**config.mk**
```make
export PLATFORM = sky130hd
export DESIGN_NAME = mpes_event_select
export DESIGN_NICKNAME = d
export VERILOG_FILES = /design/src/hdl/mpes_mask_any.v /design/src/hdl/mpes_occ_track.v /design/src/hdl/mpes_event_select.v
export VERILOG_INCLUDE_DIRS = /design/src /design/src/hdl
export SDC_FILE = /design/constraint.sdc
export NUM_CORES = 1
export LEC_CHECK = 0
export BUFFER_PORTS_ARGS = -buffer_cell sky130_fd_sc_hd__buf_2
export CELL_PAD_IN_SITES_DETAIL_PLACEMENT = 1
export CELL_PAD_IN_SITES_GLOBAL_PLACEMENT = 1
export CORE_UTILIZATION = 32
export DETAILED_ROUTE_END_ITERATION = 10
export PLACE_DENSITY_LB_ADDON = 0.08
export SLEW_MARGIN = 20
export SYNTH_ARGS = -nofsm -noshare
export SYNTH_HDL_FRONTEND = slang
export SYNTH_SLANG_ARGS = --single-unit
```
**constraint.sdc**
```tcl
create_clock -name i_sys_clk -period 2.5 [get_ports i_sys_clk]
set_input_delay 0.375 -clock i_sys_clk [delete_from_list [all_inputs] [get_ports i_sys_clk]]
set_output_delay 0.375 -clock i_sys_clk [all_outputs]
set_load 0.05 [all_outputs]
```
**src/hdl/mpes_map.vh**
```
// Event codes, unit-mask field position and increment limits for the event selector.
// Assumes the includer uses these as plain constants.
`ifndef MPES_MAP_VH
`define MPES_MAP_VH
`define MPES_UMASK_HI         15
`define MPES_UMASK_LO         8
`define MPES_EV_PRE_COUNT     8'h02
`define MPES_EV_RDBUF_ALLOC   8'h17
`define MPES_EV_RDBUF_BUSY    8'h18
`define MPES_EV_RDBUF_FULL    8'h19
`define MPES_EV_SELF_REFRESH  8'h43
`define MPES_EV_THROTTLE      8'h46
`define MPES_EV_CKE_ON        8'h47
`define MPES_EV_CHAN_PWRDN    8'h85
`define MPES_EV_CRIT_THROTTLE 8'h86
`define MPES_EV_RDQ_OCC       8'hE0
`define MPES_EV_RDQ_BUSY      8'hE1
`define MPES_EV_RDQ_FULL      8'hE2
`define MPES_EV_RDQ_ALLOC     8'hE3
`define MPES_EV_WRQ_OCC       8'hE4
`define MPES_EV_WRQ_BUSY      8'hE5
`define MPES_EV_WRQ_FULL      8'hE6
`define MPES_EV_WRQ_ALLOC     8'hE7
`define MPES_EV_WRQ_DRAIN     8'hE8
`define MPES_EV_WRQ_DRAIN_CYC 8'hE9
`define MPES_EV_CMD_A         8'hEA
`define MPES_EV_CMD_B         8'hEB
`define MPES_PWRDN_MAX_INC    3'h4
`define MPES_CTR_LAST         2'h3
`endif

```
**src/hdl/mpes_mask_any.v**
```verilog
// Masked OR of a condition vector against a unit mask.
// Assumes both inputs are on the controller clock.
`timescale 1ns/100ps
module mpes_mask_any #(
   parameter WIDTH = 8
) (
   input  wire [WIDTH-1:0] i_cond,
   input  wire [WIDTH-1:0] i_mask,
   output wire             o_any
);
   // Union of selected sub-conditions, at most one per cycle
   assign o_any = |(i_cond & i_mask);
endmodule // mpes_mask_any

```
**src/hdl/mpes_occ_track.v**
```verilog
// Occupancy tracker for one persistent-memory pending queue.
// Assumes allocations never exceed depth, since credits are held upstream.
`timescale 1ns/100ps
module mpes_occ_track #(
   parameter DEPTH = 32,
   parameter CW    = 6
) (
   input  wire          i_sys_clk,
   input  wire          i_rstn,
   input  wire          i_alloc,
   input  wire          i_release,
   output wire [CW-1:0] o_count,
   output wire          o_full,
   output wire          o_busy
);
   reg [CW-1:0] count_reg;
   reg [CW-1:0] count_next;
   always @* begin
      count_next = count_reg;
      // Release only after data moved; simultaneous pair leaves count unchanged
      if (i_alloc && !i_release) begin
         count_next = count_reg + {{(CW-1){1'b0}}, 1'b1};
      end else if (!i_alloc && i_release && count_reg != {CW{1'b0}}) begin
         count_next = count_reg - {{(CW-1){1'b0}}, 1'b1};
      end
   end
   always @(posedge i_sys_clk or negedge i_rstn) begin
      if (!i_rstn) begin
         count_reg <= {CW{1'b0}};
      end else begin
         count_reg <= count_next;
      end
   end
   assign o_count = count_reg;
   assign o_full  = (count_reg == DEPTH[CW-1:0]);
   assign o_busy  = (count_reg != {CW{1'b0}});
endmodule // mpes_occ_track

```
**src/hdl/mpes_event_select.v**
```verilog
// Event selection and per-cycle increment for one memory-controller monitoring counter.
// Assumes all condition inputs come from controller logic on i_sys_clk; counter lives outside.
// Function
// - Command event A bits 0-2: all, reads, writes
// - Command event A bits 3-7: underfill, grants, misc
// - Command event B bits 0-2: opportunistic, empty packets
// - Command event B bits 3-7: slots, faults, starvation
// - Count read queue allocations, all request classes
// - Read occupancy summed per cycle, three entry kinds
// - Read entry held until data transferred
// - Write allocations and occupancy by three kinds
// - Write entry freed after data reached module
// - Read queue full and busy cycle events
// - Write queue full, busy and drain events
// - All ranks powered down, up to four
// - Clock-enable-on for one-hot rank, one max
// - Throttle events by slot, causes not separated
// - Several throttled slots still add exactly one
// - Self-refresh counted only while clock runs
// - Precharge by read, write, page-table cause
// - Read buffer full, allocs, busy; one each
// - Unit mask from event select bits 15:8
`timescale 1ns/100ps
`include "mpes_map.vh"
module mpes_event_select #(
   parameter RDQ_DEPTH = 32,
   parameter WRQ_DEPTH = 32,
   parameter OCW       = 6,
   parameter INCW      = 8
) (
   input  wire            i_sys_clk,
   input  wire            i_rstn,
   input  wire [15:0]     i_event_select,
   input  wire [1:0]      i_counter_index,
   input  wire [7:0]      i_pmem_command_event_a,
   input  wire [7:0]      i_pmem_command_event_b,
   input  wire            i_pmem_read_q_alloc,
   input  wire            i_pmem_read_q_release,
   input  wire [OCW-1:0]  i_read_q_no_grant_count,
   input  wire [OCW-1:0]  i_read_q_grant_wait_count,
   input  wire            i_pmem_write_q_alloc,
   input  wire            i_pmem_write_q_release,
   input  wire [OCW-1:0]  i_write_q_cas_count,
   input  wire [OCW-1:0]  i_write_q_power_count,
   input  wire            i_pmem_write_q_drain,
   input  wire            i_pmem_write_q_drain_active,
   input  wire [3:0]      i_rank_precharge_powerdown,
   input  wire [7:0]      i_rank_cke_on,
   input  wire [1:0]      i_slot_throttled,
   input  wire [1:0]      i_slot_crit_throttled,
   input  wire            i_self_refresh,
   input  wire [7:0]      i_precharge_cause,
   input  wire            i_read_buf_full,
   input  wire            i_read_buf_alloc,
   input  wire            i_read_buf_busy,
   output reg  [INCW-1:0] o_increment,
   output reg             o_event_known,
   output reg             o_read_q_full,
   output reg             o_write_q_full
);
   // Selector fields
   wire [7:0] event_code = i_event_select[7:0];
   wire [7:0] unit_mask  = i_event_select[`MPES_UMASK_HI:`MPES_UMASK_LO];

   wire [OCW-1:0] rdq_count;
   wire           rdq_full;
   wire           rdq_busy;
   wire [OCW-1:0] wrq_count;
   wire           wrq_full;
   wire           wrq_busy;

   // Credits upstream keep allocations within depth, so no overflow guard is needed
   mpes_occ_track #(.DEPTH(RDQ_DEPTH), .CW(OCW)) u_rdq (
      .i_sys_clk (i_sys_clk),
      .i_rstn    (i_rstn),
      .i_alloc   (i_pmem_read_q_alloc),
      .i_release (i_pmem_read_q_release),
      .o_count   (rdq_count),
      .o_full    (rdq_full),
      .o_busy    (rdq_busy)
   );

   mpes_occ_track #(.DEPTH(WRQ_DEPTH), .CW(OCW)) u_wrq (
      .i_sys_clk (i_sys_clk),
      .i_rstn    (i_rstn),
      .i_alloc   (i_pmem_write_q_alloc),
      .i_release (i_pmem_write_q_release),
      .o_count   (wrq_count),
      .o_full    (wrq_full),
      .o_busy    (wrq_busy)
   );

   wire cmd_a_hit;
   wire cmd_b_hit;
   wire cke_hit;
   wire thr_hit;
   wire crit_hit;
   wire pre_hit;

   mpes_mask_any #(.WIDTH(8)) u_cmd_a (
      .i_cond (i_pmem_command_event_a),
      .i_mask (unit_mask),
      .o_any  (cmd_a_hit)
   );

   mpes_mask_any #(.WIDTH(8)) u_cmd_b (
      .i_cond (i_pmem_command_event_b),
      .i_mask (unit_mask),
      .o_any  (cmd_b_hit)
   );

   // Several ranks on at once still add one
   mpes_mask_any #(.WIDTH(8)) u_cke (
      .i_cond (i_rank_cke_on),
      .i_mask (unit_mask),
      .o_any  (cke_hit)
   );

   mpes_mask_any #(.WIDTH(2)) u_thr (
      .i_cond (i_slot_throttled),
      .i_mask (unit_mask[1:0]),
      .o_any  (thr_hit)
   );

   mpes_mask_any #(.WIDTH(2)) u_crit (
      .i_cond (i_slot_crit_throttled),
      .i_mask (unit_mask[1:0]),
      .o_any  (crit_hit)
   );

   // Bits 2 and 3 together give page misses; b00011100 gives all causes
   mpes_mask_any #(.WIDTH(8)) u_pre (
      .i_cond (i_precharge_cause),
      .i_mask (unit_mask),
      .o_any  (pre_hit)
   );

   // Occupancy with several mask bits: lowest selected mask bit wins, to stay within one queue
   reg [OCW-1:0] rdq_occ;
   reg [OCW-1:0] wrq_occ;
   always @* begin
      rdq_occ = {OCW{1'b0}};
      if (unit_mask[0]) begin
         rdq_occ = rdq_count;
      end else if (unit_mask[1]) begin
         rdq_occ = i_read_q_no_grant_count;
      end else if (unit_mask[2]) begin
         rdq_occ = i_read_q_grant_wait_count;
      end
   end
   always @* begin
      wrq_occ = {OCW{1'b0}};
      if (unit_mask[0]) begin
         wrq_occ = wrq_count;
      end else if (unit_mask[1]) begin
         wrq_occ = i_write_q_cas_count;
      end else if (unit_mask[2]) begin
         wrq_occ = i_write_q_power_count;
      end
   end

   wire [2:0] pwrdn_inc = (&i_rank_precharge_powerdown) ? `MPES_PWRDN_MAX_INC : 3'h0;
   wire       rdb_ok    = (i_counter_index <= `MPES_CTR_LAST);

   reg [INCW-1:0] inc_next;
   reg            known_next;
   always @* begin
      inc_next   = {INCW{1'b0}};
      known_next = 1'b1;
      case (event_code)
         `MPES_EV_CMD_A:         inc_next = {{(INCW-1){1'b0}}, cmd_a_hit};
         `MPES_EV_CMD_B:         inc_next = {{(INCW-1){1'b0}}, cmd_b_hit};
         `MPES_EV_RDQ_ALLOC:     inc_next = {{(INCW-1){1'b0}}, i_pmem_read_q_alloc};
         `MPES_EV_RDQ_OCC:       inc_next = {{(INCW-OCW){1'b0}}, rdq_occ};
         `MPES_EV_RDQ_FULL:      inc_next = {{(INCW-1){1'b0}}, rdq_full};
         `MPES_EV_RDQ_BUSY:      inc_next = {{(INCW-1){1'b0}}, rdq_busy};
         `MPES_EV_WRQ_ALLOC:     inc_next = {{(INCW-1){1'b0}}, i_pmem_write_q_alloc};
         `MPES_EV_WRQ_OCC:       inc_next = {{(INCW-OCW){1'b0}}, wrq_occ};
         `MPES_EV_WRQ_FULL:      inc_next = {{(INCW-1){1'b0}}, wrq_full};
         `MPES_EV_WRQ_BUSY:      inc_next = {{(INCW-1){1'b0}}, wrq_busy};
         `MPES_EV_WRQ_DRAIN:     inc_next = {{(INCW-1){1'b0}}, i_pmem_write_q_drain};
         `MPES_EV_WRQ_DRAIN_CYC: inc_next = {{(INCW-1){1'b0}}, i_pmem_write_q_drain_active};
         `MPES_EV_CHAN_PWRDN:    inc_next = {{(INCW-3){1'b0}}, pwrdn_inc};
         `MPES_EV_CKE_ON:        inc_next = {{(INCW-1){1'b0}}, cke_hit};
         `MPES_EV_THROTTLE:      inc_next = {{(INCW-1){1'b0}}, thr_hit};
         `MPES_EV_CRIT_THROTTLE: inc_next = {{(INCW-1){1'b0}}, crit_hit};
         // Stopped controller clock means no edges, so those periods are lost
         `MPES_EV_SELF_REFRESH:  inc_next = {{(INCW-1){1'b0}}, i_self_refresh};
         `MPES_EV_PRE_COUNT:     inc_next = {{(INCW-1){1'b0}}, pre_hit};
         `MPES_EV_RDBUF_FULL:    inc_next = {{(INCW-1){1'b0}}, i_read_buf_full & rdb_ok};
         `MPES_EV_RDBUF_ALLOC:   inc_next = {{(INCW-1){1'b0}}, i_read_buf_alloc & rdb_ok};
         `MPES_EV_RDBUF_BUSY:    inc_next = {{(INCW-1){1'b0}}, i_read_buf_busy & rdb_ok};
         default:                known_next = 1'b0;
      endcase
   end

   // Registered so every output is a flop; adds one cycle of latency
   always @(posedge i_sys_clk or negedge i_rstn) begin
      if (!i_rstn) begin
         o_increment    <= {INCW{1'b0}};
         o_event_known  <= 1'b0;
         o_read_q_full  <= 1'b0;
         o_write_q_full <= 1'b0;
      end else begin
         o_increment    <= inc_next;
         o_event_known  <= known_next;
         o_read_q_full  <= rdq_full;
         o_write_q_full <= wrq_full;
      end
   end
   // Invert and edge detect live in the counter outside; misuse there is software's
endmodule // mpes_event_select

```
After elaboration in Yosys (flattened, before gate mapping)
Cells that the tools add are included.
W data, S select, Z words.
{ "word_totals": {"reg_bits": 23, "inputBits": 94, "output_inout_bits": 11, "word_cells": 78} }
{ "classes": {"addsub": 4, "order_cmp": 1, "eq_ne": 23, "muxes": 13, "bitwise": 9, "reduce_logical": 22} }
{ "ops": {"columns": ["op", "n"], "rows": [
  ["$pmux W6 S21", 1],
  ["$eq A8 B8 Y1 const B", 14],
  ["$mux W6", 10],
  ["$and A8 B8 Y8", 4],
  ["$reduce_or A8 Y1", 4],
  ["$eq A8 B5 Y1 const B", 3],
  ["$eq A8 B7 Y1 const B", 3],
  ["$reduce_or A21 Y1", 1],
  ["$add A6 B1 Y6 const B", 2],
  ["$eq A6 B6 Y1 const B", 2],
  ["$reduce_bool A6 Y1", 2],
  ["$sub A6 B1 Y6 const B", 2],
  ["$eq A8 B2 Y1 const B", 1],
  ["$logic_and A1 B1 Y1", 6],
  ["$and A2 B2 Y2", 2],
  ["$logic_not A1 Y1", 4],
  ["$reduce_and A4 Y1", 1],
  ["$reduce_bool A2 Y1", 2],
  ["$reduce_or A2 Y1", 2],
  ["$and A1 B1 Y1", 3],
  ["$mux W3", 1],
  ["$le A2 B2 Y1 const B", 1],
  ["$mux W1", 1]
]} }

Longest topological paths before layout
{ "logic_depth": {"word_depth": 5, "depth_mapped": 8, "ltp_nobuf": 8} }

Modules after synthesis
Synthesis repeated with hierarchy kept, for this count alone.
{ "unflattened": {"cells_unflattened": 237, "hier_area_um2": 2038.2} }
{ "modules_own_cells": {"columns": ["module", "n_inst", "cells_per_inst", "area_each_um2", "seq_area_each_um2"], "rows": [
  ["mpes_event_select", 1, 129, 957.2, 225.2],
  ["mpes_occ_track", 2, 43, 459.2, 150.1],
  ["mpes_mask_any (u_cke ...)", 4, 5, 36.3, 0.0],
  ["mpes_mask_any (u_crit ...)", 2, 1, 8.8, 0.0]
]} }

Worst setup path after synthesis
OpenSTA, ideal clock, no wires.
{ "synth_path": {"kind": "flip-flop to flip-flop", "start": "reg u_wrq.count_reg[0], in the netlist u_wrq.o_count[0]", "end": "reg o_increment[0]", "setup_time_ns": 0.139, "arrival_ns": 2.098, "t_required_ns": 2.361, "slack_ns": 0.264, "path_stages_with_launch": 6, "path_buffers": 0, "period_less_slack_ns": 2.236, "cell_sequence": "dfrtp_1 > or4_4 > nor3_4 > o32ai_1 > a2111o_1 > or4_1"} }
{ "synth_between": {"elab_chain_cells": 2, "word_cells_on_any_way": 4, "classes_between": "eq/ne (1); mux (2); reduce/logical (1)"} }
{ "synth_rtl": {"columns": ["item", "line", "text"], "rows": [
  ["from (decl)", "mpes_occ_track.v:16", "reg [CW-1:0] count_reg;"],
  ["from (signal assigned)", "mpes_occ_track.v:29", "count_reg <= {CW{1'b0}};"],
  ["from (signal assigned)", "mpes_occ_track.v:31", "count_reg <= count_next;"],
  ["$eq A6 B6 Y1, or another cell as far along", "mpes_occ_track.v:35", "assign o_full = (count_reg == DEPTH[CW-1:0]);"],
  ["$pmux W6 S21 *", "mpes_event_select.v:170", "case (event_code)"],
  ["via inc_next[0]", "mpes_event_select.v:165", "reg [INCW-1:0] inc_next;"],
  ["to (signal assigned)", "mpes_event_select.v:200", "o_increment <= {INCW{1'b0}};"],
  ["to (signal assigned)", "mpes_event_select.v:205", "o_increment <= inc_next;"],
  ["to (decl)", "mpes_event_select.v:56", "output reg [INCW-1:0] o_increment,"]
]} }
Mark *: on every way through the listed nets, which the timed path passes. The rest lies on a longest branch.
A chain may end at the register's enable or synchronous reset.

Worst setup path after layout
{ "layout_path": {"start": "reg u_wrq.count_reg[1], in the netlist u_wrq.o_count[1]", "end": "reg o_increment[0]"} }
{ "layout_between": {"elab_chain_cells": 2, "word_cells_on_any_way": 3, "classes_between": "eq/ne (1); mux (1); reduce/logical (1)"} }
{ "layout_rtl": {"columns": ["item", "line"], "rows": [
  ["$eq A6 B6 Y1 or $reduce_bool A6 Y1 (tied branches)", "mpes_occ_track.v:35, mpes_occ_track.v:36"],
  ["$pmux W6 S21 *", "mpes_event_select.v:170"],
  ["via inc_next[0]", "mpes_event_select.v:165"]
]} }
Marked as above.

==> run summary <==
Die H: 81.02 µm
Reg clk slew, reported paths: 0.08 ns
clock sink total: 21
floorplan row count: 28
area of the die: 6564 µm²
master cell of the clock root buffer: clkbuf_8
sum of buffers and inverters on the critical path: 0
number of inserted filler cells in the final layout: 771
input/output buffers: 100
width of the chip: 81.02 µm
post-CTS setup buffer count: 0
count of mapped cells out of synthesis: 236
area of the core: 5956 µm²
IO Pins: 105
data arrival at the endpoint of the critical path: 2.48 ns
number of synthesized flops with an enable pin: 0
post-synthesis async set-or-reset flop share: 1.000
hold slack: 0.07651 ns
Total Nets Final: 442
crit-path max cell delay: 0.57 ns
highest attainable clock frequency: 428.2 MHz
clock skew after layout: 0.002342 ns
detailed-route via count: 2300
largest driver fanout on the critical path: 5
transition at the pin with the smallest max-transition slack: 0.6062 ns
first-iteration detailed-routing DRC count: 80
final sum of negative setup slack: 0 ns
cts-stage hold buffer count: 0
largest net degree at the start of global routing: 22
total global routing overflow: 0
antenna violations before repair: 0
Initial Utilization: 0.3355
wire length of the first global-routing pass: 11.19 mm
Req. time, crit path: 2.64 ns
flop and latch count out of synthesis: 21
final core utilization: 0.4454
portion of the post-synthesis area used by sequential elements: 0.2630
hold violation count in the final report: 0
Finish-stage setup viols: 0
Top Family by Delay on Critical Path: simple AND/OR/NAND/NOR gates
commonest cells after routing, fill and taps aside: 100 x buf_2, 21 x dfrtp_1, 19 x nand2_1, 19 x a22oi_1, 14 x a21oi_1
final worst setup slack: 0.1644 ns
total global routing track utilization: 0.2209
total non-filler cell area in the finished layout: 2653 µm²
static power due to leakage: 1.247 nW
minimum clock period: 2.336 ns
TritonCTS clock tree: done
count of distinct cell types in the synthesized netlist: 56
Most used DFF post-synth: dfrtp_1
Critical Path Sink Type: flop
number of standard cells in the layout, taps in and fillers out: 412
clk_lat worst skew: 0.27 ns
Residual DRC: 0
CP Cell Sequence: or4_4, nor3_4, o32ai_1, a2111o_1, or4_1
Yosys Warn Count: 0
Initial DRT Pass Iterations: 6
number of cells in the design after placement: 408
Clock Path Buffers: 2
highest-delay cell along the critical path: or4_4
WL per Instance: 16.85 µm
area growth from synthesis to layout: 32.75%
final antenna diode count: 0
setup repair after global routing missed its margin: false
weighted congestion at the end of routability-driven global placement: 0.7736
cell area after technology mapping: 1998 µm²
Crit. path cell count: 5
Slew Viols, Final: 0
Max rail drop VDD: 0.3595 mV
most common cell after layout, fill and taps aside: buf_2
via count of the first global-routing pass: 2262
detail-routed via count per cell: 5.583
area of placed instances: 2608 µm²
DP Worst Slack: 0.1401 ns
total power divided by cell area: 667.5 nW/µm²
total detailed-routing wirelength: 6.942 mm
Mapped Avg Cell Area: 8.467 µm²
Max H-tree Level: 1
total power after layout: 1.771 mW
register-to-register setup slack: 0.16 ns
total clock buffers created by CTS: 3
total half-perimeter wirelength after legalization and detailed placement: 5.578 mm
period utilisation layout: 0.9342
Worst Path Class, Setup: reg -> reg
layout cell share with drive strength beyond 1: 0.3591
worst slew slack as a fraction of its limit: 0.5932
startpoint type of the worst setup path: flop
Resize count post-CTS: 0
r2r worst-path depth: 5
reported max-cap violation count: 0
final antenna-violating net count: 0
class of the worst hold path: in -> async
run status: finished clean
-- cell families after synthesis --
group / synth area share
simple gates: 0.2204
other cells: 0.001877
flops: 0.2630
fa+ha+maj: 0.07013
xor+xnor: 0.03945
compound gates: 0.3356
buf+inv: 0.04696
mux: 0.02254
-- flip-flops by register name, indices dropped and copies added, names as in the netlist --
| signal | flops |
|---|---|
| o_event_known | 1 |
| o_increment | 6 |
| o_read_q_full | 1 |
| o_write_q_full | 1 |
| u_rdq.o_count | 6 |
| u_wrq.o_count | 6 |
-- final cells by class --
cell class / count / area, µm² / share of cell area
multi-input combinational: 193 / 1383 / 0.5212
timing repair buffer: 109 / 568.0 / 0.2142
sequential: 21 / 525.5 / 0.1981
tap: 75 / 93.84 / 0.03538
clock buffer: 4 / 45.04 / 0.01698
inverter: 10 / 37.54 / 0.01415
-- worst paths after layout --
check | startpoint | end
max | u_wrq.o_count[1]$_DFFE_PN0P_ | o_increment[0]$_DFF_PN0_
max reg2reg | u_wrq.o_count[1]$_DFFE_PN0P_ | o_increment[0]$_DFF_PN0_
min | i_rstn | o_event_known$_DFF_PN0_
max in group asynchronous | i_rstn | o_write_q_full$_DFF_PN0_
min reg2reg | u_rdq.o_count[0]$_DFFE_PN0P_ | u_rdq.o_count[0]$_DFFE_PN0P_
min in group i_sys_clk | i_rank_precharge_powerdown[1] | o_increment[2]$_DFF_PN0_
-- synth_stat cells (all sizes together) (4+ instances only) --
| library cell | instances | area share |
|---|---|---|
| a21oi | 14 | 0.035 |
| a221oi | 5 | 0.022 |
| a22o | 9 | 0.039 |
| a22oi | 19 | 0.071 |
| clkbuf | 10 | 0.019 |
| dfrtp | 21 | 0.26 |
| ha | 8 | 0.050 |
| inv | 10 | 0.019 |
| mux2 | 4 | 0.023 |
| nand2 | 19 | 0.036 |
| nand2b | 9 | 0.028 |
| nand3 | 9 | 0.023 |
| nand3b | 4 | 0.015 |
| nor2 | 10 | 0.019 |
| nor3 | 5 | 0.018 |
| o211ai | 6 | 0.023 |
| o21ai | 9 | 0.023 |
| xnor2 | 6 | 0.026 |
-- routing by layer --
layer | vias to the layer above | track usage | wire, µm
li1 | 1124 | - | -
met1 | 1127 | 0.2952 | 3252
met2 | 44 | 0.3958 | 3448
met3 | 5 | 0.02360 | 224
met4 | 0 | 0.01607 | 17
met5 | - | 0 | 0
-- report_power, final --
part           leakage [nW]  switching [mW]  internal (mW)
combinational         0.963           0.470          0.452
clock                0.0228           0.121          0.114
sequential            0.261           0.167          0.448
Power figures use the tool's default switching activity.
